[config.mk]
export PLATFORM = sky130hd
export DESIGN_NAME = regulator_tracking_softstart_control
export DESIGN_NICKNAME = d
export VERILOG_FILES = /design/src/regulator_control_pkg.sv /design/src/channel_if.sv /design/src/core_channel.sv /design/src/regulator_tracking_softstart_control.sv
export VERILOG_INCLUDE_DIRS = /design/src
export SDC_FILE = /design/constraint.sdc
export NUM_CORES = 1
export LEC_CHECK = 0
export BUFFER_PORTS_ARGS = -buffer_cell sky130_fd_sc_hd__buf_2
export CORE_UTILIZATION = 39
export DETAILED_ROUTE_END_ITERATION = 8
export REMOVE_ABC_BUFFERS = 1
export SKIP_LAST_GASP = 1
export SYNTH_ARGS = -nofsm -noshare
export SYNTH_HDL_FRONTEND = slang
export SYNTH_SLANG_ARGS = --single-unit
[constraint.sdc]
create_clock -name clk -period 3.6 [get_ports clk]
set_clock_uncertainty 0.1 [all_clocks]
set_input_delay 0.18 -clock clk [delete_from_list [all_inputs] [get_ports clk]]
set_output_delay 0.18 -clock clk [all_outputs]
set_load 0.02 [all_outputs]
[src/regulator_control_defines.svh]
// Contract
// - Startup to Active: each core switcher ramps in code steps up to 1.235V.
// - Unloaded ramp ends near 120 us; a fully loaded one near 135 us.
// - Current-limit fault stops switching until load falls and the fault clears.
// - A linear regulator at its current-limit trip has its pass element off.
// - The I/O regulator powers the bus drivers; the host keeps it on or drives it.
// - Option bit 4 of the first slave turns the I/O regulator off.
// - Low-bias bit 0 resets clear (50 mA); set gives 5 mA and less bias, except with tracking set outside Sleep (50 mA).
// - Tracking bit 1 per slave: first LDO follows core one, second follows core two.
// - Tracking clear: memory LDO holds the memory level value while Active.
// - Tracking set: memory LDO follows its core switcher about 25 mV above.
// - 5 mA when low-bias set and tracking clear or Sleep; otherwise 50 mA.
// - Slew bit 2 set limits core output rate of change; clear moves at full speed.
// - Bit 3 of the first slave: set open-drain outputs (reset), clear push-pull.
// - On Sleep the core turns off after 32 us; LDO then goes to retention level.
`ifndef REGULATOR_CONTROL_DEFINES_SVH
`define REGULATOR_CONTROL_DEFINES_SVH

// ----------------------------------------
// Timing
// ----------------------------------------
`define CLK_PERIOD_NS     25
`define SOFTSTART_TIME_NS 120000
`define RAMP_STEPS        128
`define STEP_CYCLES       ((`SOFTSTART_TIME_NS / `CLK_PERIOD_NS) / `RAMP_STEPS)
`define SLEEP_DELAY_NS    32000
`define SLEEP_CYCLES      (`SLEEP_DELAY_NS / `CLK_PERIOD_NS)
`define SLEW_STEP_CYCLES  `STEP_CYCLES

// ----------------------------------------
// Codes
// ----------------------------------------
`define CODE_ZERO 7'h00
`define CODE_MAX  7'h7F

// ----------------------------------------
// Register offsets
// ----------------------------------------
`define CORE_LEVEL_ADDR 5'h00
`define MEM_LEVEL_ADDR  5'h01
`define RET_LEVEL_ADDR  5'h02
`define OPTION_ADDR     5'h0A
`define TRACK_ADDR      5'h0D
`define STATUS_ADDR     5'h1F

// ----------------------------------------
// Field positions and reset values
// ----------------------------------------
`define OPT_IO_OFF_BIT    4
`define TRK_LOWBIAS_BIT   0
`define TRK_TRACK_BIT     1
`define TRK_SLEW_BIT      2
`define TRK_OPENDRAIN_BIT 3
`define CORE_LEVEL_RESET  8'h7F
`define MEM_LEVEL_RESET   8'h00
`define RET_LEVEL_RESET   8'h00
`define OPTION_RESET      8'h00
`define TRACK0_RESET      8'h08
`define TRACK1_RESET      8'h00

`endif

[src/regulator_control_pkg.sv]
package regulator_control_pkg;
	typedef enum logic [1:0] {
		SLAVE_STARTUP  = 2'b00,
		SLAVE_ACTIVE   = 2'b01,
		SLAVE_SLEEP    = 2'b11,
		SLAVE_SHUTDOWN = 2'b10
	} slave_state_type;

	typedef enum logic [1:0] {
		CORE_OFF   = 2'b00,
		CORE_RAMP  = 2'b01,
		CORE_ON    = 2'b11,
		CORE_SLEEP = 2'b10
	} core_state_type;

	typedef enum logic [2:0] {
		LDO_OFF        = 3'b000,
		LDO_POR        = 3'b001,
		LDO_PROGRAMMED = 3'b011,
		LDO_TRACK      = 3'b010,
		LDO_RETAIN     = 3'b110
	} ldo_mode_type;
endpackage

[src/channel_if.sv]
`timescale 1ns/1ps
`default_nettype none
interface channel_if;
	import regulator_control_pkg::*;
	slave_state_type slave_state;
	logic            fault;
	logic [6:0]      target_code;
	logic            track;
	logic            slew;
	logic            lowbias;
	logic [6:0]      core_code;
	logic            core_switch_en;
	logic            ramp_done;
	ldo_mode_type    ldo_mode;
	logic            ldo_high_cap;

	modport channel (
		input  slave_state, fault, target_code, track, slew, lowbias,
		output core_code, core_switch_en, ramp_done, ldo_mode, ldo_high_cap
	);
	modport owner (
		output slave_state, fault, target_code, track, slew, lowbias,
		input  core_code, core_switch_en, ramp_done, ldo_mode, ldo_high_cap
	);
endinterface
`default_nettype wire

[src/core_channel.sv]
`timescale 1ns/1ps
`default_nettype none
`include "regulator_control_defines.svh"
module core_channel
	import regulator_control_pkg::*;
(
	// Clock and reset
	input wire logic   clk,
	input wire logic   arst_n,
	// Slave side
	channel_if.channel ch
);
	core_state_type state_reg;
	logic [10:0]    cnt_reg;

	// ----------------------------------------
	// Core sequencer
	// ----------------------------------------
	always_ff @(posedge clk or negedge arst_n) begin
		if (!arst_n) begin
			state_reg    <= CORE_OFF;
			cnt_reg      <= 11'h000;
			ch.core_code <= `CODE_ZERO;
		end else begin
			case (state_reg)
				CORE_OFF: begin
					cnt_reg      <= 11'h000;
					ch.core_code <= `CODE_ZERO;
					if (ch.slave_state == SLAVE_ACTIVE) begin
						state_reg <= CORE_RAMP;
					end
				end
				CORE_RAMP: begin
					if (ch.slave_state == SLAVE_SLEEP) begin
						state_reg    <= CORE_SLEEP;
						cnt_reg      <= 11'h000;
						ch.core_code <= `CODE_ZERO;
					end else if (ch.slave_state != SLAVE_ACTIVE) begin
						state_reg <= CORE_OFF;
					end else if (ch.core_code == `CODE_MAX) begin
						state_reg <= CORE_ON;
					end else if (!ch.fault) begin
						// Ramp pauses while current limit holds the switcher
						if (cnt_reg == 11'(`STEP_CYCLES - 1)) begin
							cnt_reg      <= 11'h000;
							ch.core_code <= ch.core_code + 7'h01;
						end else begin
							cnt_reg <= cnt_reg + 11'h001;
						end
					end
				end
				CORE_ON: begin
					if (ch.slave_state == SLAVE_SLEEP) begin
						state_reg    <= CORE_SLEEP;
						cnt_reg      <= 11'h000;
						ch.core_code <= `CODE_ZERO;
					end else if (ch.slave_state != SLAVE_ACTIVE) begin
						state_reg <= CORE_OFF;
					end else if (!ch.slew) begin
						ch.core_code <= ch.target_code;
					end else if (ch.core_code == ch.target_code) begin
						cnt_reg <= 11'h000;
					end else if (cnt_reg == 11'(`SLEW_STEP_CYCLES - 1)) begin
						// One code per interval so the tracking LDO keeps up
						cnt_reg <= 11'h000;
						if (ch.target_code > ch.core_code) begin
							ch.core_code <= ch.core_code + 7'h01;
						end else begin
							ch.core_code <= ch.core_code - 7'h01;
						end
					end else begin
						cnt_reg <= cnt_reg + 11'h001;
					end
				end
				CORE_SLEEP: begin
					if (ch.slave_state == SLAVE_ACTIVE) begin
						state_reg <= CORE_RAMP;
						cnt_reg   <= 11'h000;
					end else if (ch.slave_state != SLAVE_SLEEP) begin
						state_reg <= CORE_OFF;
					end else if (cnt_reg != 11'(`SLEEP_CYCLES - 1)) begin
						cnt_reg <= cnt_reg + 11'h001;
					end
				end
				default: begin
					state_reg <= CORE_OFF;
				end
			endcase
		end
	end

	// ----------------------------------------
	// Switcher and memory LDO outputs
	// ----------------------------------------
	always_ff @(posedge clk or negedge arst_n) begin
		if (!arst_n) begin
			ch.core_switch_en <= 1'b0;
			ch.ramp_done      <= 1'b0;
			ch.ldo_mode       <= LDO_OFF;
			ch.ldo_high_cap   <= 1'b1;
		end else begin
			ch.core_switch_en <= ((state_reg == CORE_RAMP) || (state_reg == CORE_ON) ||
				((state_reg == CORE_SLEEP) && (cnt_reg != 11'(`SLEEP_CYCLES - 1)))) &&
				!ch.fault;
			ch.ramp_done <= (state_reg == CORE_ON);
			case (state_reg)
				CORE_ON:    ch.ldo_mode <= ch.track ? LDO_TRACK : LDO_PROGRAMMED;
				CORE_RAMP:  ch.ldo_mode <= LDO_POR;
				CORE_SLEEP: ch.ldo_mode <= (cnt_reg == 11'(`SLEEP_CYCLES - 1)) ? LDO_RETAIN : LDO_POR;
				default:    ch.ldo_mode <= LDO_OFF;
			endcase
			ch.ldo_high_cap <= !(ch.lowbias &&
				(!ch.track || (ch.slave_state == SLAVE_SLEEP)));
		end
	end
endmodule
`default_nettype wire

[src/regulator_tracking_softstart_control.sv]
`timescale 1ns/1ps
`default_nettype none
`include "regulator_control_defines.svh"
module regulator_tracking_softstart_control
	import regulator_control_pkg::*;
(
	// Clock and reset
	input  wire logic            clk,
	input  wire logic            arst_n,
	// Decoded register access
	input  wire logic            reg_wr_en,
	input  wire logic            reg_rd_en,
	input  wire logic            reg_slave,
	input  wire logic [4:0]      reg_addr,
	input  wire logic [7:0]      reg_wdata,
	output var  logic [7:0]      reg_rdata,
	// Slave states
	input  wire slave_state_type slave_state [2],
	// Analog current-limit pins
	input  wire logic [1:0]      core_fault_pin,
	input  wire logic [1:0]      mem_ldo_trip_pin,
	input  wire logic            io_ldo_trip_pin,
	// Core switchers
	output var  logic [1:0][6:0] core_code,
	output var  logic [1:0]      core_switch_en,
	// Memory LDOs
	output var  ldo_mode_type    mem_ldo_mode [2],
	output var  logic [1:0][7:0] mem_ldo_level,
	output var  logic [1:0]      mem_ldo_pass_en,
	output var  logic [1:0]      mem_ldo_high_cap,
	// I/O regulator and general outputs
	output var  logic            io_ldo_pass_en,
	output var  logic            general_outputs_open_drain
);
	logic [1:0][7:0] core_level_reg;
	logic [1:0][7:0] memory_level_reg;
	logic [1:0][7:0] retention_level_reg;
	logic [1:0][7:0] regulator_option_reg;
	logic [1:0][7:0] tracking_config_reg;
	logic [4:0]      sync1_reg;
	logic [4:0]      sync2_reg;
	logic [1:0]      ramp_done;

	// ----------------------------------------
	// Pin synchronisers
	// ----------------------------------------
	always_ff @(posedge clk or negedge arst_n) begin
		if (!arst_n) begin
			sync1_reg <= 5'h00;
			sync2_reg <= 5'h00;
		end else begin
			sync1_reg <= {io_ldo_trip_pin, mem_ldo_trip_pin, core_fault_pin};
			sync2_reg <= sync1_reg;
		end
	end

	// ----------------------------------------
	// Register writes
	// ----------------------------------------
	always_ff @(posedge clk or negedge arst_n) begin
		if (!arst_n) begin
			core_level_reg       <= {2{`CORE_LEVEL_RESET}};
			memory_level_reg     <= {2{`MEM_LEVEL_RESET}};
			retention_level_reg  <= {2{`RET_LEVEL_RESET}};
			regulator_option_reg <= {2{`OPTION_RESET}};
			tracking_config_reg  <= {`TRACK1_RESET, `TRACK0_RESET};
		end else if (reg_wr_en) begin
			case (reg_addr)
				`CORE_LEVEL_ADDR: core_level_reg[reg_slave]       <= reg_wdata;
				`MEM_LEVEL_ADDR:  memory_level_reg[reg_slave]     <= reg_wdata;
				`RET_LEVEL_ADDR:  retention_level_reg[reg_slave]  <= reg_wdata;
				`OPTION_ADDR:     regulator_option_reg[reg_slave] <= reg_wdata;
				`TRACK_ADDR:      tracking_config_reg[reg_slave]  <= reg_wdata;
				default:          core_level_reg                  <= core_level_reg;
			endcase
		end
	end

	// ----------------------------------------
	// Register reads
	// ----------------------------------------
	always_ff @(posedge clk or negedge arst_n) begin
		if (!arst_n) begin
			reg_rdata <= 8'h00;
		end else if (reg_rd_en) begin
			case (reg_addr)
				`CORE_LEVEL_ADDR: reg_rdata <= core_level_reg[reg_slave];
				`MEM_LEVEL_ADDR:  reg_rdata <= memory_level_reg[reg_slave];
				`RET_LEVEL_ADDR:  reg_rdata <= retention_level_reg[reg_slave];
				`OPTION_ADDR:     reg_rdata <= regulator_option_reg[reg_slave];
				`TRACK_ADDR:      reg_rdata <= tracking_config_reg[reg_slave];
				`STATUS_ADDR:     reg_rdata <= {3'h0, ramp_done[reg_slave], core_switch_en[reg_slave],
					sync2_reg[4], sync2_reg[2 + reg_slave], sync2_reg[reg_slave]};
				default:          reg_rdata <= 8'h00;
			endcase
		end
	end

	// ----------------------------------------
	// Per-slave channels
	// ----------------------------------------
	for (genvar g = 0; g < 2; g++) begin : gen_slave
		channel_if ch ();
		assign ch.slave_state = slave_state[g];
		assign ch.fault       = sync2_reg[g];
		assign ch.target_code = core_level_reg[g][6:0];
		assign ch.track       = tracking_config_reg[g][`TRK_TRACK_BIT];
		assign ch.slew        = tracking_config_reg[g][`TRK_SLEW_BIT];
		assign ch.lowbias     = tracking_config_reg[g][`TRK_LOWBIAS_BIT];
		assign core_code[g]        = ch.core_code;
		assign core_switch_en[g]   = ch.core_switch_en;
		assign ramp_done[g]        = ch.ramp_done;
		assign mem_ldo_mode[g]     = ch.ldo_mode;
		assign mem_ldo_high_cap[g] = ch.ldo_high_cap;

		core_channel u_channel (
			.clk    (clk),
			.arst_n (arst_n),
			.ch     (ch.channel)
		);

		// Retention value only once the core is off in Sleep
		always_ff @(posedge clk or negedge arst_n) begin
			if (!arst_n) begin
				mem_ldo_level[g]   <= `MEM_LEVEL_RESET;
				mem_ldo_pass_en[g] <= 1'b0;
			end else begin
				mem_ldo_level[g]   <= (ch.ldo_mode == LDO_RETAIN) ?
					retention_level_reg[g] : memory_level_reg[g];
				mem_ldo_pass_en[g] <= (ch.ldo_mode != LDO_OFF) && !sync2_reg[2 + g];
			end
		end
	end

	// ----------------------------------------
	// Shared I/O supply and general outputs
	// ----------------------------------------
	// Turning the I/O regulator off cuts the bus unless the host back-drives it
	always_ff @(posedge clk or negedge arst_n) begin
		if (!arst_n) begin
			io_ldo_pass_en             <= 1'b1;
			general_outputs_open_drain <= 1'b1;
		end else begin
			io_ldo_pass_en <= !regulator_option_reg[0][`OPT_IO_OFF_BIT] && !sync2_reg[4];
			general_outputs_open_drain <= tracking_config_reg[0][`TRK_OPENDRAIN_BIT];
		end
	end
endmodule
`default_nettype wire

==> reports/summary.md, run 1 <==
Clock tree root driver cell: sky130_fd_sc_hd__clkbuf_16. The most used flip-flop cell after synthesis is sky130_fd_sc_hd__dfrtp_1. The number of buffers on the longest clock path came out at 2.

The tools report the largest net degree at the start of global routing as 68. Time the final worst path needs with I/O delays and setup: 2660 ps. The congestion estimate from routability-driven global placement came to 0.893. TritonCTS created 17 clock buffers. Setup slack closes at 936 ps. Hold violation total from the final report: 0.

The worst min-delay path class is in -> reg. The residual overflow from global routing was 0. The run gives 22000 um^2 as the area of the core. The checks that failed: design-rule violations.

In this run, synthesis inferred 0 flip-flops with an integrated enable. The number of buffers and inverters on the critical path is 1, and the remaining antenna violation count is 0. TritonCTS built the clock tree. For this run, design rule violations remaining after detail routing come to 7.

For the worst endpoint required time, the log shows 3790 ps. Via density per instance: 5.68. The initial core utilization is 0.401.

Summed over all cells, the static leakage comes to 0.00458 uW. Once placement finished, the instance area stood at 9420 um^2. The number of buffers inserted by port buffering was 78; the post-synthesis sequential area ratio was 0.486. The total routing usage reported by global routing is 0.199. The logs give 246 uV for the maximum VDD drop and 0 for the number of buffers added for setup after CTS. Timing would allow up to 375 MHz.

Total power density per cell area: 500 nW/um^2. OpenSTA, run right after detailed placement, puts the worst setup slack at 955 ps. The run gives 0 as the number of violations of the max-capacitance limit. The first-pass GRT wire length is 35.9 mm, and the clock edge transition at the registers on the reported setup and hold paths is 70 ps. At the later pin of the worst-skew pair, clock insertion delay measures 420 ps. Walking the worst path, the cells encountered are inv_1 > ha_1 > nand3_1 > or3_1 > a21oi_2 > nor2_1 > nand2b_1 > o22ai_1. The worst-margin pin slew was 820 ps.

At the worst endpoint, the arrival time is 2860 ps. The utilization of the core after routing is 0.462. The total wirelength of the detailed-routed design was 22.3 mm; the average instance area after synthesis was 10.9 um^2. The count of cell types in the netlist is 80, and the die span in y is 152 um. Setup violations remaining at the end of the flow were counted as 0. The initial antenna violation count is 0.

The remaining max-slew budget at the tightest pin was 0.454. The flip-flop count of the largest register, all copies and words added was 22; the number of clock sinks was 170. The via count was 6657; the cell area after synthesis was 8800 um^2. After routing the design area is 10100 um^2. The number of warnings issued by yosys is 0. The wire length per cell is 19.0 um.

The area of the die was 23200 um^2. The flow ran to the end, but the final reports show violations. Before antenna repair, the detailed router went through 7 iterations. The layout cell share with drive strength beyond 1 was 0.298. The share of flip-flops with an asynchronous set or reset after synthesis was 1.00; the estimated wirelength of the detail-placed design was 15.2 mm. By area the synthesized netlist is led by sky130_fd_sc_hd__dfrtp_1 (43%), sky130_fd_sc_hd__mux2_2 (14%), sky130_fd_sc_hd__dfstp_2 (5.7%).

The tools report the via count of the first global-routing pass as 6369. The register bit count reported by yosys was 170. The area growth from synthesis to layout was 15.2%.

Type of destination of the critical path: a flip-flop. The cell class contributing the biggest share of worst-path delay is simple AND/OR/NAND/NOR gates. The final cycle utilization of the critical path was 0.740; the violation count after the first detailed-routing iteration was 424.

Total number of H-tree levels: 4. On the worst path, the slowest cell contributes a delay of 520 ps. Setup repair after global routing left no endpoint under its margin. In this run the worst path has a maximum fanout of 10. sky130_fd_sc_hd__dfrtp_1 takes more of the synthesized area than any other cell. The count of pins over their slew limit came out at 0. The die extent in x is 152 um.

The slowest stage of the critical path belongs to the cell sky130_fd_sc_hd__dfrtp_1. Counting every instance in the synthesized netlist gives 808. In the final timing run, aggregate negative setup slack is 0 ps. The worst setup path is of the reg -> reg kind.

STA classifies the critical path startpoint as a flip-flop. The number of antenna cells inserted was 0. The number of rows in the core area is 54. The net count reported at finish is 930, and the area share of the leading cell type in the synthesized netlist is 0.430. Number of ports placed on the die boundary: 79.
Yosys cell counts (all sizes together) (12+ instances only):
library cell / count
o31ai: 13
a22oi: 26
mux2: 113
buf: 27
dfrtp: 151
inv: 31
nor3: 16
ha: 22
nand2: 46
nand3: 41
clkbuf: 19
nor2: 51
nand2b: 12
a21oi: 23
dfstp: 19
o21ai: 48
final timing paths:
| path | endpoint | slack, ps | from | cells past startpoint |
|---|---|---|---|---|
| setup reg to reg | gen_slave[1].u_channel.cnt_reg[6] | 940 | gen_slave[1].u_channel.ch.core_code[2] | 8 |
| max in group asynchronous | core_level_reg[8] | 2200 | arst_n | 3 |
| min in group asynchronous | gen_slave[1].u_channel.ch.core_code[4] | 240 | arst_n | 2 |
| hold / removal | memory_level_reg[15] | 40 | reg_wdata[7] | 2 |
| setup / recovery | gen_slave[1].u_channel.cnt_reg[6] | 940 | gen_slave[1].u_channel.ch.core_code[2] | 8 |
| hold reg to reg | sync2_reg[1] | 240 | sync1_reg[1] | 0 |
per-stage QoR:
step / hold WS, ps / cells / total power, uW
after global placement: 138 / 1130 / 3190
final: 45.0 / 1173 / 5070
after CTS: 35.9 / 1173 / 5130
after floorplan: -216 / 762 / 2860
after global routing: 46.8 / 1173 / 5310
after detailed placement: 145 / 1130 / 3200
power by group:
| group | switching (uW) | internal (uW) |
|---|---|---|
| clock network | 731 | 1160 |
| registers | 165 | 2120 |
| logic | 500 | 400 |
cell type report:
type / count / area (um^2)
Timing Repair Buffer: 100 / 604
Sequential cell: 170 / 4280
Clock buffer: 23 / 448
Tap cell: 280 / 350
Fill cell: 2068 / 11800
Clock inverter: 8 / 146
Multi-Input combinational cell: 560 / 4190
Inverter: 32 / 120
routing by layer:
metal | vias to the layer above | global-route usage | share of wire
li1 | 3124 | - | -
met1 | 3315 | 0.282 | 0.47
met2 | 201 | 0.310 | 0.46
met3 | 17 | 0.0387 | 0.049
met4 | 0 | 0.0539 | 0.015
met5 | - | 0 | 0
logic make-up after synthesis:
family	Yosys count	synth area share
DFF	170	0.486
AOI/OAI and AO/OA	179	0.143
muxes	121	0.157
adders and majority gates	22	0.0313
and+or+nand+nor	231	0.139
xor gates and xnor gates	7	0.00697
buffers and inverters	78	0.0377
cell usage in the layout (no fill, tap or decap), types with 7 or more instances in the layout:
cell                            count
sky130_fd_sc_hd__o31ai_1            8
sky130_fd_sc_hd__nor2b_1            9
sky130_fd_sc_hd__inv_1             30
sky130_fd_sc_hd__nand3b_1           8
sky130_fd_sc_hd__o21ai_0           40
sky130_fd_sc_hd__a22oi_1           26
sky130_fd_sc_hd__ha_1              22
sky130_fd_sc_hd__o21ai_1            8
sky130_fd_sc_hd__xnor2_1            7
sky130_fd_sc_hd__a21oi_1           22
sky130_fd_sc_hd__nand2b_1          12
sky130_fd_sc_hd__dfstp_2           19
sky130_fd_sc_hd__nor2_1            51
sky130_fd_sc_hd__a31oi_1           10
sky130_fd_sc_hd__nand2_1           45
sky130_fd_sc_hd__buf_4              9
sky130_fd_sc_hd__and3_1             8
sky130_fd_sc_hd__nand3_1           40
sky130_fd_sc_hd__dlygate4sd3_1     12
sky130_fd_sc_hd__buf_2             77
sky130_fd_sc_hd__mux2_2           113
sky130_fd_sc_hd__clkbuf_16         17
sky130_fd_sc_hd__nor3_1            15
sky130_fd_sc_hd__dfrtp_1          151
repair_timing:
| item | CTS | global route |
|---|---|---|
| resized for setup | 0 | 0 |
| endpoints found under the hold margin | 72 | 0 |
| hold buffers | 12 | 0 |
Note: power is estimated with default switching activity, not from simulation.
==> run 2, diff against run 1 <==
clock period = 2.6 ns   (was 3.6 ns; I/O delays follow)
==> run 2 against run 1 <==
The run still ends with design-rule violations left. First-iteration DRC count increased by 18%. Global-route usage increased by 1.0 points. Largest power group unchanged. Critical path type unchanged. Non-clock buffer count increased by 50. Sequential share of layout area decreased by 1.6 points. Highest routed layer unchanged. Worst setup slack got worse by 780 ps.
==> reports/summary.md, run 2 (same netlist as run 1, synthesis figures left out) <==
The flow ran to the end, but the final reports show violations. The final reports fail on design-rule violations. The wire length per cell is 18.8 um.

The tools report the number of buffers created by CTS as 17. STA classifies the critical path startpoint as a flip-flop. Clock-pin slew was measured on the worst setup and hold paths at 70 ps. The remaining antenna violation count came out at 0.

The analysis attributes to net switching a power of 2070 uW. The logs give 79 for the number of ports placed on the die boundary and 0.401 for the initial core utilization. Global routing finished with a remaining overflow of 0.

The time the final worst path needs with I/O delays and setup was 2450 ps; the net count reported at finish was 980. Number of rows in the core area: 54. The tools report the clock tree root driver cell as sky130_fd_sc_hd__clkbuf_16. Entering global routing, the biggest net connects 65 pins. The routed design has 23.1 mm of wire.

In this design, the stage delay of the slowest critical-path cell is 540 ps. The fraction of power consumed by combinational cells is 0.195. Type of destination of the critical path: a flip-flop. The source-to-sink clock delay at the later pin of the worst-skew pair was 430 ps; the area of the die was 23200 um^2. The final cycle utilization of the critical path works out to 0.941. Number of buffers on the longest clock path: 2. The register with the most flip-flops in the layout has 22 of them. Across the VDD grid, the largest voltage drop is 457 uV. The leakage power of the design came out at 0.00483 uW.

TritonCTS built the clock tree. The worst-margin pin slew was 664 ps; the number of clock sinks was 170. The via count of the first global-routing pass is 6693, and the hold violation total from the final report is 0.

The cell type of the slowest stage on the worst timing path was sky130_fd_sc_hd__dfstp_2. Remaining max-slew budget at the tightest pin: 0.558. Using the TritonRoute via totals, the vias-per-cell ratio works out to 5.61. The fraction of power spent switching nets came out at 0.288. The violation count after the first detailed-routing iteration was 499. Setup repair after global routing left no endpoint under its margin.

The tools report the initial antenna violation count as 0. Fill cells in the final layout number 2014. After layout, the design draws a total of 7160 uW. For the final routed database, the setup TNS stands at 0 ps. The logs give 0.209 for the total routing usage reported by global routing and 16.5 mm for the estimated wirelength of the detail-placed design. From synthesis to final layout, the design area changed by 19.9%.

Total number of H-tree levels: 4. The floorplan step set the die width to 152 um. The first detailed-routing pass ran for 7 iterations. Max-cap violations in this run came to 0.

The count of buffers added on input and output ports is 78. The number of buffers added for setup after CTS was 0. The path class of the tightest hold or removal check is in -> reg.

The final route contains 6864 vias. The internal power of the cells totals 5100 uW. The first global-routing pass estimated 38.0 mm of wire. The library cell used most frequently in the layout, excluding fill and tap cells, is sky130_fd_sc_hd__dfrtp_1.

The utilization of the core after routing was 0.480; the final RePlAce weighted congestion was 0.882. Number of buffers and inverters on the critical path: 1. Measured along the y axis, the die boundary spans 152 um. Among cell families on the critical path, the largest total delay comes from simple AND/OR/NAND/NOR gates.

Timing would allow up to 409 MHz. In the layout the commonest cells are sky130_fd_sc_hd__dfrtp_1 (151), sky130_fd_sc_hd__mux2_2 (113), sky130_fd_sc_hd__buf_2 (77). The number of setup violations in the final report was 0; the count of unresolved DRC violations after routing was 7. The share of power burned in the clock network is 0.369, and the count of pins over their slew limit is 0. The tools report the worst endpoint required time as 2860 ps.

The layout cell share with drive strength beyond 1 was 0.342; the number of antenna cells inserted was 0. The critical path in this run is classified as reg -> reg. Across all setup checks in the final design, the least slack found is 153 ps.

The total power density per cell area was 679 nW/um^2; the arrival time reported for the critical path endpoint was 2700 ps. Along the worst path, the maximum fanout reaches 3. The tools report the part of the total power dissipated in sequential elements as 0.436. The worst-case setup slack after placement came out at -170 ps.

For the area of the core, the log shows 22000 um^2. The signal on the critical path passes through ha_1 > nand4_1 > buf_4 > o311ai_0 > a32oi_1 > nand2_1 > or4_1 > o21ai_1.
==> run 2: changes by cell type in the layout (fill, tap and decap cells not counted), moves of 2 or more <==
cell / change
sky130_fd_sc_hd__clkinvlp_4: +2
sky130_fd_sc_hd__clkbuf_1: -5
sky130_fd_sc_hd__clkinv_4: +2
sky130_fd_sc_hd__buf_4: +48
sky130_fd_sc_hd__dlygate4sd3_1: +2
sky130_fd_sc_hd__inv_6: +2
==> run 2: through the flow <==
step                instances  instance area, um^2  hold WS (ps)
floorplan                 762                 8590          -266
global placement         1178                 9780          68.7
detailed placement       1178                 9780          71.0
CTS                      1224                10500          15.9
global route             1224                10500          24.8
finish                   1224                10500          33.2
==> run 2: worst reg2reg max path: stages, from the launching register on <==
cell,delay [ps]
sky130_fd_sc_hd__dfstp_2,540
sky130_fd_sc_hd__ha_1,240
sky130_fd_sc_hd__nand4_1,120
sky130_fd_sc_hd__buf_4,130
sky130_fd_sc_hd__o311ai_0,140
sky130_fd_sc_hd__a32oi_1,300
sky130_fd_sc_hd__nand2_1,150
sky130_fd_sc_hd__or4_1,510
sky130_fd_sc_hd__o21ai_1,150
==> run 2: worst paths after layout <==
check / startpoint / end / slack (ps) / depth (start not counted)
worst max register to register: core_level_reg[12] / gen_slave[1].u_channel.ch.core_code[2] / 150 / 8
worst max-delay path: core_level_reg[12] / gen_slave[1].u_channel.ch.core_code[2] / 150 / 8
max in group asynchronous: arst_n / gen_slave[0].u_channel.ch.ldo_high_cap / 1410 / 3
min in group asynchronous: arst_n / gen_slave[1].u_channel.ch.core_code[6] / 150 / 2
worst min register to register: sync1_reg[3] / sync2_reg[3] / 250 / 0
worst min-delay path: reg_rd_en / reg_rdata[3] / 30 / 2
==> run 2: area by class of cell <==
cell class / count / area [um^2] / share of cell area
Multi-Input combinational cell: 560 / 4200 / 0.399
Inverter: 32 / 120 / 0.0114
Clock inverter: 13 / 166 / 0.0158
Sequential cell: 170 / 4280 / 0.406
Timing Repair Buffer: 150 / 985 / 0.0934
Tap cell: 280 / 350 / 0.0332
Clock buffer: 19 / 443 / 0.0420
==> run 2: metal layers <==
layer  vias to the layer above  part of all wire  GRT usage
met2                       163              0.47      0.327
met4                         0             0.014     0.0549
met1                      3445              0.48      0.301
met5                         -                 0          0
met3                        21             0.038     0.0353
li1                       3235                 -          -
==> run 2: power by group through the flow <==
stage / clock [uW] / combinational, uW / sequential (uW)
CTS: 2690 / 1380 / 3120
global route: 2800 / 1540 / 3160
finish: 2640 / 1400 / 3120
detailed placement: 0 / 1350 / 3170
floorplan: 0 / 747 / 3210
global placement: 0 / 1340 / 3160
==> run 2: what timing repair did <==
| action | CTS | global route |
|---|---|---|
| gates cloned | 0 | 0 |
| setup endpoints to repair | 6 | 18 |
| hold endpoints to repair | 79 | 0 |
| hold buffers | 14 | 0 |
| gates resized for setup | 1 | 4 |
